File: src/inc/csp_defs.vh
// Offsets, field positions and reset values of the clocked serial port
`ifndef CSP_DEFS_VH
`define CSP_DEFS_VH
`define CSP_OFS_MODE 3'h0
`define CSP_OFS_STAT 3'h1
`define CSP_OFS_DIV 3'h2
`define CSP_OFS_SHIFT 3'h3
`define CSP_OFS_TRIG 3'h4
`define CSP_OFS_BUF 3'h5
`define CSP_OFS_LAST 3'h6
`define CSP_OFS_PTR 3'h7
`define CSP_MODE_PEN 7
`define CSP_MODE_ATE 6
`define CSP_MODE_ATM 5
`define CSP_MODE_MST 4
`define CSP_MODE_TXE 3
`define CSP_MODE_RXE 2
`define CSP_MODE_DIR 1
`define CSP_MODE_MASK 8'hFE
`define CSP_STAT_TSF 0
`define CSP_STAT_CKS 6
`define CSP_TRIG_STA 0
`define CSP_TRIG_STP 1
`define CSP_TRIG_SUS 2
`define CSP_RST_MODE 8'h00
`define CSP_RST_DIV 8'h00
`define CSP_RST_SHIFT 8'h00
`define CSP_RST_DATA 8'h00
`define CSP_BIT_LAST 3'h7
`endif

File: src/logic/csp_port.v
// Clocked three-wire serial port, single-byte and automatic modes
`timescale 1ns/1ps
`include "csp_defs.vh"

module csp_port #(
  parameter DEPTH = 32,
  parameter AW = 5
) (
  input wire clk,
  input wire resetn,
  input wire [2:0] addr,
  input wire [7:0] wdata,
  input wire wr,
  input wire rd,
  output reg [7:0] rdata,
  input wire cpu_halt,
  input wire sck_in,
  output reg sck_out,
  output reg sck_oe,
  output reg so_out,
  output reg so_oe,
  input wire si_in
);

  reg [7:0] serial_mode_reg;
  reg clock_source_select;
  reg [7:0] clock_divisor_reg;
  reg [7:0] serial_shift_reg;
  reg transfer_in_progress;
  reg auto_stop_request;
  reg suspended;
  reg [AW-1:0] auto_idx;
  reg [AW-1:0] auto_last;
  reg [AW-1:0] buf_ptr;
  reg [7:0] abuf [0:DEPTH-1];
  reg [9:0] hcnt;
  reg [2:0] bitcnt;
  wire sck_s2;
  reg sck_s3;
  wire si_s2;
  reg fall_ev;
  reg rise_ev;

  wire port_enable = serial_mode_reg[`CSP_MODE_PEN];
  wire auto_transfer_enable = serial_mode_reg[`CSP_MODE_ATE];
  wire master_select = serial_mode_reg[`CSP_MODE_MST];
  wire transmit_enable = serial_mode_reg[`CSP_MODE_TXE];
  wire receive_enable = serial_mode_reg[`CSP_MODE_RXE];
  wire bit_order_select = serial_mode_reg[`CSP_MODE_DIR];

  // Half period of the master clock; 10 bits hold 256 << 1
  wire [9:0] half =
    ({2'b00, clock_divisor_reg} + 10'h001) << clock_source_select;

  // Halt only freezes automatic transfers; shifting state is held
  wire freeze = auto_transfer_enable & cpu_halt;

  wire rx_bit = si_s2 & receive_enable;
  wire [7:0] shifted = bit_order_select ?
    {rx_bit, serial_shift_reg[7:1]} :
    {serial_shift_reg[6:0], rx_bit};
  wire cur_bit = bit_order_select ?
    serial_shift_reg[0] : serial_shift_reg[7];

  wire done_ev = rise_ev & (bitcnt == `CSP_BIT_LAST);
  wire [AW-1:0] nidx = auto_idx + {{(AW-1){1'b0}}, 1'b1};

  wire wr_mode = wr & (addr == `CSP_OFS_MODE);
  wire wr_stat = wr & (addr == `CSP_OFS_STAT);
  wire wr_div = wr & (addr == `CSP_OFS_DIV);
  wire wr_shift = wr & (addr == `CSP_OFS_SHIFT);
  wire wr_trig = wr & (addr == `CSP_OFS_TRIG);
  wire wr_buf = wr & (addr == `CSP_OFS_BUF);
  wire wr_last = wr & (addr == `CSP_OFS_LAST);
  wire wr_ptr = wr & (addr == `CSP_OFS_PTR);
  wire rd_buf = rd & (addr == `CSP_OFS_BUF);

  // Single byte start: enabled, auto off, idle
  wire start_single = wr_shift & port_enable &
    ~auto_transfer_enable & ~transfer_in_progress;

  // Auto start or resume; a fresh start begins at index zero
  wire start_auto = wr_trig & wdata[`CSP_TRIG_STA] & port_enable &
    auto_transfer_enable & ~transfer_in_progress;
  wire [AW-1:0] start_idx = suspended ? auto_idx : {AW{1'b0}};

  // Pin inputs pass two flops; edge detect reads the second and a third
  // Clock sync idles high so reset makes no false edge
  csp_sync #(
    .INIT(1'b1)
  ) u_sck_sync (
    .clk(clk),
    .resetn(resetn),
    .d(sck_in),
    .q(sck_s2)
  );

  csp_sync #(
    .INIT(1'b0)
  ) u_si_sync (
    .clk(clk),
    .resetn(resetn),
    .d(si_in),
    .q(si_s2)
  );

  // Third flop only delays the synced clock for edge detection
  always @(posedge clk) begin
    if (!resetn) begin
      sck_s3 <= 1'b1;
    end else begin
      sck_s3 <= sck_s2;
    end
  end

  // Shift events: own divider as master, synced edges as slave
  always @* begin
    fall_ev = 1'b0;
    rise_ev = 1'b0;
    if (transfer_in_progress && !freeze) begin
      if (master_select) begin
        if (hcnt == 10'h001) begin
          fall_ev = sck_out;
          rise_ev = ~sck_out;
        end
      end else begin
        fall_ev = sck_s3 & ~sck_s2;
        rise_ev = ~sck_s3 & sck_s2;
      end
    end
  end

  // Buffer for automatic transfers; two write ports by design
  always @(posedge clk) begin
    if (wr_buf) begin
      abuf[buf_ptr] <= wdata;
    end
    if (done_ev && auto_transfer_enable && receive_enable) begin
      abuf[auto_idx] <= shifted;
    end
  end

  always @(posedge clk) begin
    if (!resetn) begin
      serial_mode_reg <= `CSP_RST_MODE;
      clock_source_select <= 1'b0;
      clock_divisor_reg <= `CSP_RST_DIV;
      serial_shift_reg <= `CSP_RST_SHIFT;
      transfer_in_progress <= 1'b0;
      auto_stop_request <= 1'b0;
      suspended <= 1'b0;
      auto_idx <= {AW{1'b0}};
      auto_last <= {AW{1'b0}};
      buf_ptr <= {AW{1'b0}};
      hcnt <= 10'h001;
      bitcnt <= 3'h0;
      sck_out <= 1'b1;
      sck_oe <= 1'b0;
      so_out <= 1'b1;
      so_oe <= 1'b0;
    end else begin
      sck_oe <= port_enable & master_select;
      so_oe <= port_enable & transmit_enable;

      // Master clock generator; idles high between transfers
      if (transfer_in_progress && !freeze && master_select) begin
        if (hcnt == 10'h001) begin
          hcnt <= half;
          sck_out <= ~sck_out;
        end else begin
          hcnt <= hcnt - 10'h001;
        end
      end

      // Data changes on the falling edge, sampled on the rising
      if (fall_ev) begin
        so_out <= transmit_enable ? cur_bit : 1'b1;
      end
      if (rise_ev) begin
        serial_shift_reg <= shifted;
        bitcnt <= bitcnt + 3'h1;
      end

      // Byte boundary: the only place a suspend may take effect
      if (done_ev) begin
        if (!auto_transfer_enable) begin
          transfer_in_progress <= 1'b0;
        end else if (auto_idx == auto_last) begin
          transfer_in_progress <= 1'b0;
          auto_idx <= {AW{1'b0}};
          auto_stop_request <= 1'b0;
        end else if (auto_stop_request) begin
          transfer_in_progress <= 1'b0;
          suspended <= 1'b1;
          auto_stop_request <= 1'b0;
          auto_idx <= nidx;
        end else begin
          auto_idx <= nidx;
          serial_shift_reg <= abuf[nidx];
        end
      end

      // Bus writes; bit 5 is stored but steers nothing
      if (wr_mode) begin
        serial_mode_reg <= wdata & `CSP_MODE_MASK;
      end
      if (wr_stat) begin
        clock_source_select <= wdata[`CSP_STAT_CKS];
      end
      if (wr_div) begin
        clock_divisor_reg <= wdata;
      end
      if (wr_last) begin
        auto_last <= wdata[AW-1:0];
      end
      if (wr_ptr) begin
        buf_ptr <= wdata[AW-1:0];
      end else if (wr_buf || rd_buf) begin
        buf_ptr <= buf_ptr + {{(AW-1){1'b0}}, 1'b1};
      end

      // Set wins over the hardware clear at the byte boundary
      if (wr_trig && wdata[`CSP_TRIG_STP] && auto_transfer_enable &&
          transfer_in_progress) begin
        auto_stop_request <= 1'b1;
      end

      if (start_single) begin
        serial_shift_reg <= wdata;
        transfer_in_progress <= 1'b1;
        bitcnt <= 3'h0;
        hcnt <= half;
        sck_out <= 1'b1;
      end
      if (start_auto) begin
        serial_shift_reg <= abuf[start_idx];
        auto_idx <= start_idx;
        suspended <= 1'b0;
        // A stop left over from a finished run must not cut this one
        auto_stop_request <= 1'b0;
        transfer_in_progress <= 1'b1;
        bitcnt <= 3'h0;
        hcnt <= half;
        sck_out <= 1'b1;
      end

      // Disabling the port aborts everything and parks the clock
      if (!port_enable) begin
        transfer_in_progress <= 1'b0;
        auto_stop_request <= 1'b0;
        suspended <= 1'b0;
        bitcnt <= 3'h0;
        sck_out <= 1'b1;
        hcnt <= 10'h001;
      end
    end
  end

  // Read data stands only in the cycle after the strobe
  always @(posedge clk) begin
    if (!resetn) begin
      rdata <= `CSP_RST_DATA;
    end else if (!rd) begin
      rdata <= `CSP_RST_DATA;
    end else begin
      case (addr)
        `CSP_OFS_MODE: begin
          rdata <= serial_mode_reg;
        end
        `CSP_OFS_STAT: begin
          rdata <= `CSP_RST_DATA;
          rdata[`CSP_STAT_CKS] <= clock_source_select;
          rdata[`CSP_STAT_TSF] <= transfer_in_progress;
        end
        `CSP_OFS_DIV: begin
          rdata <= clock_divisor_reg;
        end
        `CSP_OFS_SHIFT: begin
          rdata <= serial_shift_reg;
        end
        `CSP_OFS_TRIG: begin
          rdata <= `CSP_RST_DATA;
          rdata[`CSP_TRIG_STP] <= auto_stop_request;
          rdata[`CSP_TRIG_SUS] <= suspended;
        end
        `CSP_OFS_BUF: begin
          rdata <= {{(8-AW){1'b0}}, {AW{1'b0}}} | abuf[buf_ptr];
        end
        `CSP_OFS_LAST: begin
          rdata <= {{(8-AW){1'b0}}, auto_last};
        end
        `CSP_OFS_PTR: begin
          rdata <= {{(8-AW){1'b0}}, buf_ptr};
        end
        default: begin
          rdata <= `CSP_RST_DATA;
        end
      endcase
    end
  end

endmodule // csp_port

// Two-flop synchroniser for one pin input
module csp_sync #(
  parameter INIT = 1'b0
) (
  input wire clk,
  input wire resetn,
  input wire d,
  output reg q
);

  reg meta;

  // Only q may be read; meta can be metastable
  always @(posedge clk) begin
    if (!resetn) begin
      meta <= INIT;
      q <= INIT;
    end else begin
      meta <= d;
      q <= meta;
    end
  end

endmodule // csp_sync

File: config.mk
export PLATFORM = sky130hd
export DESIGN_NAME = csp_port
export DESIGN_NICKNAME = d
export VERILOG_FILES = /design/src/logic/csp_port.v
export VERILOG_INCLUDE_DIRS = /design/src /design/src/inc
export SDC_FILE = /design/constraint.sdc
export NUM_CORES = 1
export LEC_CHECK = 0
export BUFFER_PORTS_ARGS = -buffer_cell sky130_fd_sc_hd__buf_2
export CAP_MARGIN = 20
export CORE_MARGIN = 2
export CORE_UTILIZATION = 45
export DETAILED_ROUTE_END_ITERATION = 16
export PLACE_DENSITY = 0.68
export SLEW_MARGIN = 20
export SYNTH_ARGS = -nofsm -noshare
export SYNTH_HDL_FRONTEND = slang
export SYNTH_SLANG_ARGS = --single-unit
File: constraint.sdc
create_clock -name clk -period 5.4 [get_ports clk]
set_input_delay 0 -clock clk [delete_from_list [all_inputs] [get_ports clk]]
set_output_delay 0 -clock clk [all_outputs]
set_load 0.02 [all_outputs]
## Word level (Yosys, flattened, before mapping)

Memory sizes are Yosys's and may differ from the RTL's. A register that Yosys moved wholly into a read port is not among the register bits.
Cells that the tools add are included.
Widths: inputs -> output; s select.

| cells by class | value |
|---|---|
| add/sub/neg operators | 5 |
| eq/ne operators | 11 |
| shift operators | 1 |
| multiplexer cells | 43 |
| bitwise operators | 31 |
| reductions and logical operators | 26 |

Operators by type and width:

| operator | count |
|---|---|
| $mux 8 | 8 |
| $pmux 8 s8 | 1 |
| $mux 5 | 9 |
| $mux 10 | 4 |
| $and 1x1->1 | 23 |
| $mux 1 | 21 |
| $eq 3x3->1 const B | 5 |
| $reduce_and 2->1 | 6 |
| $add 5x1->5 const B | 2 |
| $eq 10x1->1 const B | 1 |
| $reduce_bool 2->1 | 5 |
| $shl 9x1->10 | 1 |
| $sub 10x1->10 const B | 1 |
| $add 8x1->9 const B | 1 |
| $not 1->1 | 8 |
| $logic_and 1x1->1 | 7 |
| $eq 3x2->1 const B | 2 |
| $reduce_bool 3->1 | 2 |
| $eq 5x5->1 | 1 |
| $ne 5x1->1 const B | 1 |
| $reduce_and 4->1 | 1 |
| $reduce_or 4->1 | 1 |
| $add 3x1->3 const B | 1 |
| $eq 3x1->1 const B | 1 |
| 4 further kinds | 4 |

| word-level totals | value |
|---|---|
| register bits after elaboration | 72 |
| RAM bits | 256 |
| input port bits | 18 |
| output and inout port bits | 12 |
| memories kept | 1 |

Memories:

| name | depth | bits a word | rd ports | clocked after memory_dff | write ports | RTL line | RTL |
|---|---|---|---|---|---|---|---|
| abuf | 32 | 8 | 3 | 1 | 2 | csp_port.v:35 | `reg [7:0] abuf [0:DEPTH-1];` |

## Logic depth before layout (Yosys ltp)

Gate-level depths: netlist (run 1).

| depth | value |
|---|---|
| depth after elaboration | 11 |
| mapped depth | 14 |
| depth with buffers taken out | 8 |

## By module

Synthesis (run 1) repeated with hierarchy kept, for this count alone.

| unflattened totals | value |
|---|---|
| cell total of the unflattened synthesis | 1992 |
| area total of the unflattened synthesis | 21888.5 µm² |

By module, submodules not included:

| module | instances | cells each | area each (µm²) | sequential area each (µm²) |
|---|---|---|---|---|
| csp_port | 1 | 1984 | 21783.4 | 9148.8 |
| csp_sync | 2 | 4 | 52.6 | 40.0 |

## Least setup slack after synthesis (run 1)

No wires, ideal clock.

| timing path | value |
|---|---|
| path kind | register -> register |
| start point | register auto_idx[0] |
| end point | register serial_shift_reg[7] |
| library setup time | 0.133 ns |
| arrival time | 3.980 ns |
| required time | 5.267 ns |
| path slack | 1.288 ns |
| stages on the path, launching flop included | 14 |
| buffers on the path | 6 |
| clock period less this slack | 4.112 ns |
| path through | dfxtp_1 > buf_2 > buf_1 > inv_1 > clkbuf_1 > clkbuf_1 > ha_1 > buf_2 > buf_1 > mux4_2 > mux4_2 > mux2_2 > nand2_1 > a21boi_0 |

| between the ends | value |
|---|---|
| word-level cells in the longest chain between the ends | 8 |

RTL lines:

| what | RTL line | RTL |
|---|---|---|
| start: declaration | csp_port.v:32 | `reg [AW-1:0] auto_idx;` |
| start signal: assignment | csp_port.v:152 | `auto_idx <= {AW{1'b0}};` |
| start signal: assignment | csp_port.v:190 | `auto_idx <= {AW{1'b0}};` |
| start signal: assignment | csp_port.v:196 | `auto_idx <= nidx;` |
| $add 5x1->5 | csp_port.v:66 | `wire [AW-1:0] nidx = auto_idx + {{(AW-1){1'b0}}, 1'b1};` |
| $mem_v2 32x8 | n/a |  |
| $mux 8 | csp_port.v:192 | `end else if (auto_stop_request) begin` |
| $mux 8 | csp_port.v:188 | `end else if (auto_idx == auto_last) begin` |
| $mux 8 | csp_port.v:186 | `if (!auto_transfer_enable) begin` |
| $mux 8 | csp_port.v:185 | `if (done_ev) begin` |
| $mux 8 | csp_port.v:228 | `if (start_single) begin` |
| $mux 8 * | csp_port.v:235 | `if (start_auto) begin` |
| end signal: assignment | csp_port.v:199 | `serial_shift_reg <= abuf[nidx];` |
| end signal: assignment | csp_port.v:229 | `serial_shift_reg <= wdata;` |
| end signal: assignment | csp_port.v:236 | `serial_shift_reg <= abuf[start_idx];` |
| end: declaration | csp_port.v:28 | `reg [7:0] serial_shift_reg;` |

Every way passes the cells marked *; elsewhere a longest branch is shown, timed or not.
A chain may end at the register's enable or synchronous reset.

==> flow_summary.json, run 1 <==
{
  "status": "finished, final reports clean",
  "final_area_mm2": 0.0238,
  "nFillCells": 4120,
  "die-width_um": 224,
  "p_sw_uw": 1350,
  "ctsHoldBuffers": 10,
  "pin_count": 30,
  "grt_usage_pct": 32.9,
  "cp_max_fo": 9,
  "critPathLaunchType": "register",
  "path_clk_slew_ns": 0.06,
  "internal_power_uw": 4470,
  "reg2reg_depth": 6,
  "postLayoutSetupSlackWorst_ns": 1.43,
  "via_count": 17340,
  "swShare_pct": 23.2,
  "ys_ff_latch": 333,
  "dp_cells": 2296,
  "worstSetupEndpointType": "register",
  "dieArea_mm2": 0.0502,
  "p_clk_share_pct": 45.7,
  "final.min_clock_period_ns": 3.97,
  "hpwl_um": 53700,
  "wl_um": 82400,
  "die_h_um": 224,
  "grt_pass1_vias": 16248,
  "worstSkewPairLatency_ns": 0.57,
  "yosys_warnings": 0,
  "start_util_pct": 45.7,
  "overflow": 0,
  "syn_area_mm2": 0.0218,
  "pwr-share-seq_pct": 48.0,
  "cts_buffer_depth": 3,
  "layout_commonest_cell": "edfxtp_1",
  "yosysSeqAreaShare_pct": 42.3,
  "hold_path.class": "in2reg",
  "whs_path_depth": 6,
  "hold_viol": 0,
  "timing.rr.end": "abuf[9][5]",
  "place_congestion": 0.998,
  "post-place-ws_ns": 1.58,
  "drive_gt1_share_pct": 28.3,
  "syn-instance-count": 1797,
  "skew_ns": 0.0225,
  "tightest_slew_ns": 1.22,
  "critPathKind": "reg2reg",
  "core_area_mm2": 0.0477,
  "synthFlopType": "edfxtp_1",
  "tns_ns": 0,
  "top_register": "abuf",
  "fin_cells": 2376,
  "ant_nets": 0,
  "port_buffers": 29,
  "numCtsBuffers": 38,
  "wl_per_cell_um": 34.7,
  "setup_viol": 0,
  "drc": 0,
  "min_from": "cpu_halt",
  "num_rows": 80,
  "dr.pass1.iters": 7,
  "synth_edf_count": 256,
  "vdd_drop_max_mv": 0.174,
  "antenna_cells": 0,
  "htree_levels": 2,
  "min_to": "sck_out",
  "cts_resized": 0,
  "rrSetupSlack_ns": 1.43,
  "grt_pass1_wl_um": 118000,
  "regToRegStartpoint": "hcnt[4]",
  "drv_slew": 0,
  "synth_cell_types": 70,
  "largest_reg_flops": 256,
  "drt-initial-drc-count": 2964,
  "cp.required_ns": 5.61,
  "cts_tree": "built",
  "max-cap-violations": 0,
  "syn-num-nets": 1828,
  "viasPerCell": 7.30,
  "nNetsFinal": 1762,
  "cts_setup_buffers": 0,
  "max_freq_mhz": 252,
  "antenna_found_initial": 7,
  "max_slew_margin_pct": 16.8,
  "layout_common_cells": "edfxtp_1 (256), nand2_1 (168), mux2_2 (168)",
  "grt_max_degree": 82,
  "p_leak_uw": 0.00779,
  "clock-sinks": 333,
  "syn_area_per_cell_um2": 12.1,
  "layout_worst_path_cycle_share_pct": 73.6,
  "combPwrFrac_pct": 6.3,
  "synthToLayoutAreaGrowth_pct": 9.29,
  "rsz0062_at_grt": "no",
  "synth_top_cell_by_area": "edfxtp_1",
  "synth_async_sr_flop_share_pct": 0,
  "ctsRootBufferMaster": "clkbuf_16",
  "power_density_mw_per_mm2": 244,
  "ys_top_cells_by_area": "edfxtp_1 (35%), mux4_2 (17%), mux2_2 (8.7%)",
  "synthDominantCellAreaShare_pct": 35.3,
  "holdWs_ns": 0.0305,
  "critical_path_arrival_ns": 4.18,
  "place_area_mm2": 0.0224,
  "top_regs": "abuf: 256 flops, hcnt: 10 flops"
}
[power groups by stage]
| stage | combinational, µW | clock, µW | sequential (µW) |
|---|---|---|---|
| 6_report | 365 | 2660 | 2800 |
| 5_1_grt | 380 | 2750 | 2800 |
| 4_1_cts | 347 | 2670 | 2800 |
| 3_5_place_dp | 339 | 0 | 2850 |
| 3_3_place_gp | 332 | 0 | 2850 |
| 2_1_floorplan | 238 | 0 | 2830 |
[critical path: stages, from the launching register on]
cell and delay [ns]:
dfxtp_1 0.38, nor4_4 0.44, nand4_2 0.32, a21oi_4 0.45, nand4_2 0.75, nor2_2 0.81
a21o_1 0.44
[layout make-up]
cell class	count	area, µm²	area share (%)
repair buffers	73	556	2.33
flip-flops and latches	333	9250	38.8
well taps	615	769	3.23
clock inverters	19	146	0.614
multi-input cells	1265	11900	50.0
inverters	20	75.1	0.315
clock buffers	51	1120	4.68
[synthesized netlist by cell type, drive strengths merged (10+ instances only)]
library cell,n
and2,10
a221o,11
a21oi,82
nor2b,10
inv,17
buf,54
dfxtp,77
nand3,29
nand4,10
mux2,193
edfxtp,256
o211ai,20
nand2,168
ha,13
nor2,94
mux2i,112
o221ai,15
a21o,33
a221oi,46
mux4,162
nor3,15
clkbuf,125
o21ai,110
[cells by family (layout without fill, tap and decap cells)]
logic type,count (synthesis),after routing,synth area share [%]
compound gates,396,396,12.3
xor+xnor,15,15,0.603
mux,467,467,31.8
flops,333,333,42.3
fa+ha+maj,13,13,0.746
buf+inv,199,163,3.55
simple gates,374,374,8.63
[metal layers]
metal  GRT usage (%)  vias to the layer above  wire (µm)
li1                -                     6989          -
met1            43.4                     8627      30200
met2            48.0                     1411      35200
met3            11.0                      303      11800
met4            17.2                       10       5160
met5               0                        -         61
[through the flow]
step / util [%] / power, µW
6_report: 49.9 / 5820
5_1_grt: 49.9 / 5930
4_1_cts: 49.9 / 5810
3_5_place_dp: 47.0 / 3190
3_3_place_gp: 46.9 / 3180
2_1_floorplan: - / 3070
[worst max path at each step]
stage	startpoint	cells past startpoint	slack, ns	to
floorplan	auto_idx[0]	13	1.29	serial_shift_reg[7]
global placement	auto_idx[0]	8	1.58	serial_shift_reg[3]
detailed placement	auto_idx[0]	8	1.58	serial_shift_reg[3]
CTS	auto_idx[0]	8	1.56	serial_shift_reg[3]
global route	auto_idx[0]	5	1.38	abuf[15][0]
finish	hcnt[4]	6	1.43	abuf[9][5]
No activity file was read; power rests on OpenSTA's default activity.
==> inputs of run 2 (changes only) <==
==> constraint.sdc (replaced) <==
create_clock -name clk -period 4 [get_ports clk]
set_input_delay 0 -clock clk [delete_from_list [all_inputs] [get_ports clk]]
set_output_delay 0 -clock clk [all_outputs]
set_load 0.02 [all_outputs]
==> run 2 against run 1 <==
Non-clock buffer count is 30 higher. Clock skew is 0.0067 ns higher. Flip-flop and latch count stayed put. Register-to-register slack worse by 0.97 ns. Hold slack worse by 0.0050 ns. Combinational power is 37% higher. Via count is 0.21% higher. Sequential share of layout area is 0.28 points lower. Utilization is 0.36 points higher. Clock power is 32% higher. Maximum frequency is 12% higher. Global-route usage is 0.46 points lower. Critical path type unchanged.
==> flow_summary.json, run 2 (same netlist as run 1, synthesis figures left out) <==
{
  "status": "finished, final reports clean",
  "ctsRootBufferMaster": "clkbuf_16",
  "combPwrFrac_pct": 6.4,
  "layout_commonest_cell": "edfxtp_1",
  "p_clk_share_pct": 45.2,
  "gr-max-usage-layer": "met2",
  "pin_count": 30,
  "die-width_um": 224,
  "hold_path.class": "in2reg",
  "p_sw_uw": 1830,
  "max-cap-violations": 0,
  "final.min_clock_period_ns": 3.54,
  "grt_pass1_vias": 16556,
  "cts_tree": "built",
  "wl_um": 81400,
  "cp_cell_sequence": "nor4_4 -> nand4_2 -> a21oi_4 -> nand4_2 -> buf_4 -> nor2_2 -> a21o_1",
  "swShare_pct": 23.5,
  "critical-path-slowest-cell": "nor4_4",
  "grt_usage_pct": 32.4,
  "power_density_mw_per_mm2": 324,
  "clock-sinks": 333,
  "overflow": 0,
  "hpwl_um": 54400,
  "largest_reg_flops": 256,
  "start_util_pct": 45.7,
  "drt-initial-drc-count": 2558,
  "critPathLaunchType": "register",
  "cp.required_ns": 4.24,
  "drive_gt1_share_pct": 29.4,
  "antenna_found_initial": 6,
  "tightest_slew_ns": 1.28,
  "grt_max_degree": 85,
  "core_area_mm2": 0.0477,
  "rsz0062_at_grt": "no",
  "hold_viol": 0,
  "num_rows": 80,
  "viasPerCell": 7.23,
  "grt_use_met3_pct": 10.4,
  "via_count": 17377,
  "die_h_um": 224,
  "pwr-share-seq_pct": 48.3,
  "top_regs": "abuf: 256 flops, hcnt: 10 flops",
  "fin_util_pct": 50.3,
  "critPathKind": "reg2reg",
  "htree_levels": 2,
  "synthToLayoutAreaGrowth_pct": 10.1,
  "cpMostUsedCell": "nand4_2",
  "met1_usage_pct": 41.7,
  "wl_per_cell_um": 33.9,
  "vdd_drop_max_mv": 0.250,
  "worstSetupEndpointType": "register",
  "tns_ns": 0,
  "ctsHoldBuffers": 14,
  "place_congestion": 1.00,
  "cts_setup_buffers": 0,
  "grt_pass1_wl_um": 117000,
  "max_freq_mhz": 283,
  "drv_slew": 0,
  "skew_ns": 0.0292,
  "cp_max_fo": 9,
  "grt_use_met2_pct": 47.8,
  "port_buffers": 29,
  "internal_power_uw": 5960,
  "critical_path_arrival_ns": 3.77,
  "dr.pass1.iters": 7,
  "max_slew_margin_pct": 12.8,
  "p_leak_uw": 0.00790,
  "worstSkewPairLatency_ns": 0.58,
  "cts_resized": 0,
  "dieArea_mm2": 0.0502,
  "nNetsFinal": 1792,
  "setup_viol": 0,
  "path_clk_slew_ns": 0.06,
  "layout_common_cells": "edfxtp_1 (256), nand2_1 (168), mux2_2 (168)",
  "numCtsBuffers": 38,
  "ant_nets": 0,
  "layout_worst_path_cycle_share_pct": 88.4,
  "top_register": "abuf",
  "drc": 0,
  "cts_buffer_depth": 3,
  "slowest_delay_ns": 0.48
}
## run 2: cell types whose count changed in the layout (fill, tap and decap cells not counted), sizes merged, moves of 2 or more
cell and change:
bufinv +2, clkbuf -11, dlygate4sd3 +4, clkinv +4
buf +26, diode +3
## run 2: metrics by stage
| step | hold WS (ns) | instances | total power, µW | instance area, µm² | worst slack (ns) |
|---|---|---|---|---|---|
| 2_1_floorplan | 0.101 | 1797 | 4140 | 21800 | 0.0252 |
| 3_3_place_gp | 0.185 | 2321 | 4300 | 22600 | 0.780 |
| 3_5_place_dp | 0.191 | 2322 | 4310 | 22600 | 0.590 |
| 4_1_cts | 0.0211 | 2400 | 7770 | 24000 | 0.589 |
| 5_1_grt | 0.0707 | 2402 | 7950 | 24000 | 0.362 |
| 6_report | 0.0255 | 2403 | 7790 | 24000 | 0.463 |
## run 2: metal layers
layer / share of wire (%) / vias up
met5: 0.016 / -
met4: 7.0 / 2
met3: 13 / 333
met2: 44 / 1374
met1: 37 / 8642
li1: - / 7026
## run 2: worst max-delay path: cells and delay by family, from the launching register on
family	cells	cell delay, ns
simple gates	4	1.64
flops	1	0.39
buf+inv	1	0.37
compound gates	2	0.79
## run 2: final timing paths
kind	from	to	slack, ns	cells after the start
hold reg to reg	u_sck_sync.meta	u_sck_sync.q	0.42	1
setup / recovery	hcnt[4]	abuf[9][3]	0.46	7
hold / removal	wdata[1]	serial_mode_reg[1]	0.03	3
setup reg to reg	hcnt[4]	abuf[9][3]	0.46	7
## run 2: layout make-up
type                       instances  area (µm²)
antenna                            3        7.51
clock buffer                      40         968
clock inverter                    24         241
fill                            4092       23700
inverter                          20        75.1
multi-input combinational       1265       11900
sequential                       333        9250
tap                              615         769
timing repair buffer             103         806
## run 2: power groups by stage
| stage | combinational (µW) | clock (µW) | sequential (µW) |
|---|---|---|---|
| 2_1_floorplan | 322 | 0 | 3820 |
| 3_3_place_gp | 463 | 0 | 3840 |
| 3_5_place_dp | 471 | 0 | 3840 |
| 4_1_cts | 484 | 3520 | 3760 |
| 5_1_grt | 525 | 3660 | 3760 |
| 6_report | 501 | 3520 | 3760 |
==> inputs of run 3 (changes only) <==
--- a/config.mk
+++ b/config.mk
@@ -12,6 +12,7 @@
 export CORE_UTILIZATION = 45
 export DETAILED_ROUTE_END_ITERATION = 16
 export PLACE_DENSITY = 0.68
+export RECOVER_POWER = 50
 export SLEW_MARGIN = 20
 export SYNTH_ARGS = -nofsm -noshare
 export SYNTH_HDL_FRONTEND = slang
==> run 3 against run 2 <==
The run now ends with max-capacitance violations, max-slew violations left. Clock power hardly changed. Sequential share of layout area is 0.29 points higher. Routed wire length is 0.14% lower. Combinational power hardly changed. Register-to-register slack worse by 0.16 ns. Flip-flop and latch count stayed put. Power hardly changed. Largest cell class unchanged.
==> flow_summary.json, run 3 (same netlist as run 1, synthesis figures left out) <==
{
  "status": "finished, violations left",
  "violations": "max-capacitance violations, max-slew violations",
  "critical_path_arrival_ns": 3.91,
  "nNetsFinal": 1792,
  "core_area_mm2": 0.0477,
  "critPathLaunchType": "register",
  "dieArea_mm2": 0.0502,
  "drc": 0,
  "critical-path-slowest-cell": "clkbuf_1",
  "layout_worst_path_cycle_share_pct": 92.4,
  "grt_usage_pct": 32.4,
  "path_clk_slew_ns": 0.06,
  "power_uw": 7780,
  "rsz0062_at_grt": "no",
  "num_rows": 80,
  "numCtsBuffers": 38,
  "grt_pass1_wl_um": 117000,
  "ctsHoldBuffers": 14,
  "tns_ns": 0,
  "skew_ns": 0.0313,
  "hpwl_um": 54400,
  "via_count": 17377,
  "cts_buffer_depth": 3,
  "vdd_drop_max_mv": 0.249,
  "start_util_pct": 45.7,
  "place_congestion": 1.00,
  "viasPerCell": 7.23,
  "top_register": "abuf",
  "regToRegStartpoint": "hcnt[4]",
  "port_buffers": 29,
  "grt_pass1_vias": 16556,
  "drive_gt1_share_pct": 26.9,
  "htree_levels": 2,
  "max-cap-violations": 2,
  "p_leak_uw": 0.00769,
  "cp.depth": 7,
  "rrSetupSlack_ns": 0.31,
  "clock-sinks": 333,
  "cts_resized": 0,
  "drv_slew": 52,
  "timing.rr.end": "abuf[20][5]",
  "dr.pass1.iters": 8,
  "whs_path_depth": 3,
  "cp.required_ns": 4.22,
  "worst-path-buf-inv": 1,
  "ant_nets": 0,
  "top_regs": "abuf: 256 flops, hcnt: 10 flops",
  "largest_reg_flops": 256,
  "layout_common_cells": "edfxtp_1 (256), nand2_1 (168), mux2_2 (166)",
  "worstSkewPairLatency_ns": 0.58,
  "cts_setup_buffers": 0,
  "hold_viol": 0,
  "slowest_delay_ns": 0.63,
  "wl_per_cell_um": 33.8,
  "power_density_mw_per_mm2": 327,
  "antenna_found_initial": 6,
  "tightest_slew_ns": 1.60,
  "cp_cell_sequence": "nor4_4 -> nand4_1 -> a21oi_4 -> nand4_4 -> clkbuf_1 -> nor2_8 -> a21o_1",
  "final.min_clock_period_ns": 3.69,
  "hold_path.class": "in2reg",
  "layout_commonest_cell": "edfxtp_1",
  "wl_um": 81300,
  "cts_tree": "built",
  "max_slew_margin_pct": -7.96,
  "cp_top_family": "simple AND/OR/NAND/NOR gates",
  "crit_path_end": "abuf[20][5]",
  "reg2reg_depth": 7,
  "pin_count": 30,
  "overflow": 0,
  "crit_start": "hcnt[4]",
  "drt-initial-drc-count": 2608,
  "cp_max_fo": 9,
  "synthToLayoutAreaGrowth_pct": 9.25,
  "ctsRootBufferMaster": "clkbuf_16",
  "critPathKind": "reg2reg",
  "grt_max_degree": 85,
  "setup_viol": 0,
  "die_h_um": 224,
  "max_freq_mhz": 271,
  "worstSetupEndpointType": "register",
  "die-width_um": 224
}
[run 3: tightest hold or removal path, cell delays in order]
cell and delay (ns):
buf_2 0.33, nand2_1 0.14, a21oi_1 0.06
[run 3: cell type report]
cell class | instances | area, µm²
fill | 4135 | 23900
multi-input combinational | 1265 | 11800
sequential | 333 | 9250
clock buffer | 40 | 968
tap | 615 | 769
timing repair buffer | 103 | 741
clock inverter | 24 | 241
inverter | 20 | 75.1
antenna | 3 | 7.51
[run 3: how the worst min path moves through the flow]
stage             start                 end  slack, ns
6_report       wdata[1]  serial_mode_reg[1]       0.02
5_1_grt        wdata[1]  serial_mode_reg[1]       0.07
4_1_cts        wdata[1]  serial_mode_reg[1]       0.02
3_5_place_dp     sck_in     u_sck_sync.meta       0.19
3_3_place_gp     sck_in     u_sck_sync.meta       0.18
2_1_floorplan    sck_in     u_sck_sync.meta       0.10
[run 3: metrics by stage]
step | instances | cell area [µm²] | hold WS (ns) | utilization, % | setup slack (ns)
global route | 2402 | 23800 | 0.0684 | 49.9 | 0.187
global placement | 2321 | 22600 | 0.185 | 47.3 | 0.780
detailed placement | 2322 | 22600 | 0.191 | 47.4 | 0.590
finish | 2403 | 23800 | 0.0231 | 49.9 | 0.306
CTS | 2400 | 24000 | 0.0211 | 50.2 | 0.589
floorplan | 1797 | 21800 | 0.101 | - | 0.0252
[run 3: per-layer routing]
metal	vias to the layer above	part of all wire, %	track usage (%)
met3	305	13	10.4
met2	1390	43	47.8
li1	7037	-	-
met4	4	7.1	19.7
met1	8641	37	41.7
met5	-	0.032	0
[run 3: power breakdown]
part	leakage, µW	internal (µW)	total (µW)	switching (µW)
clock network	0.000598	2010	3520	1510
registers	0.00293	3730	3760	33.8
logic	0.00416	212	499	287
total	0.00769	5960	7780	1830
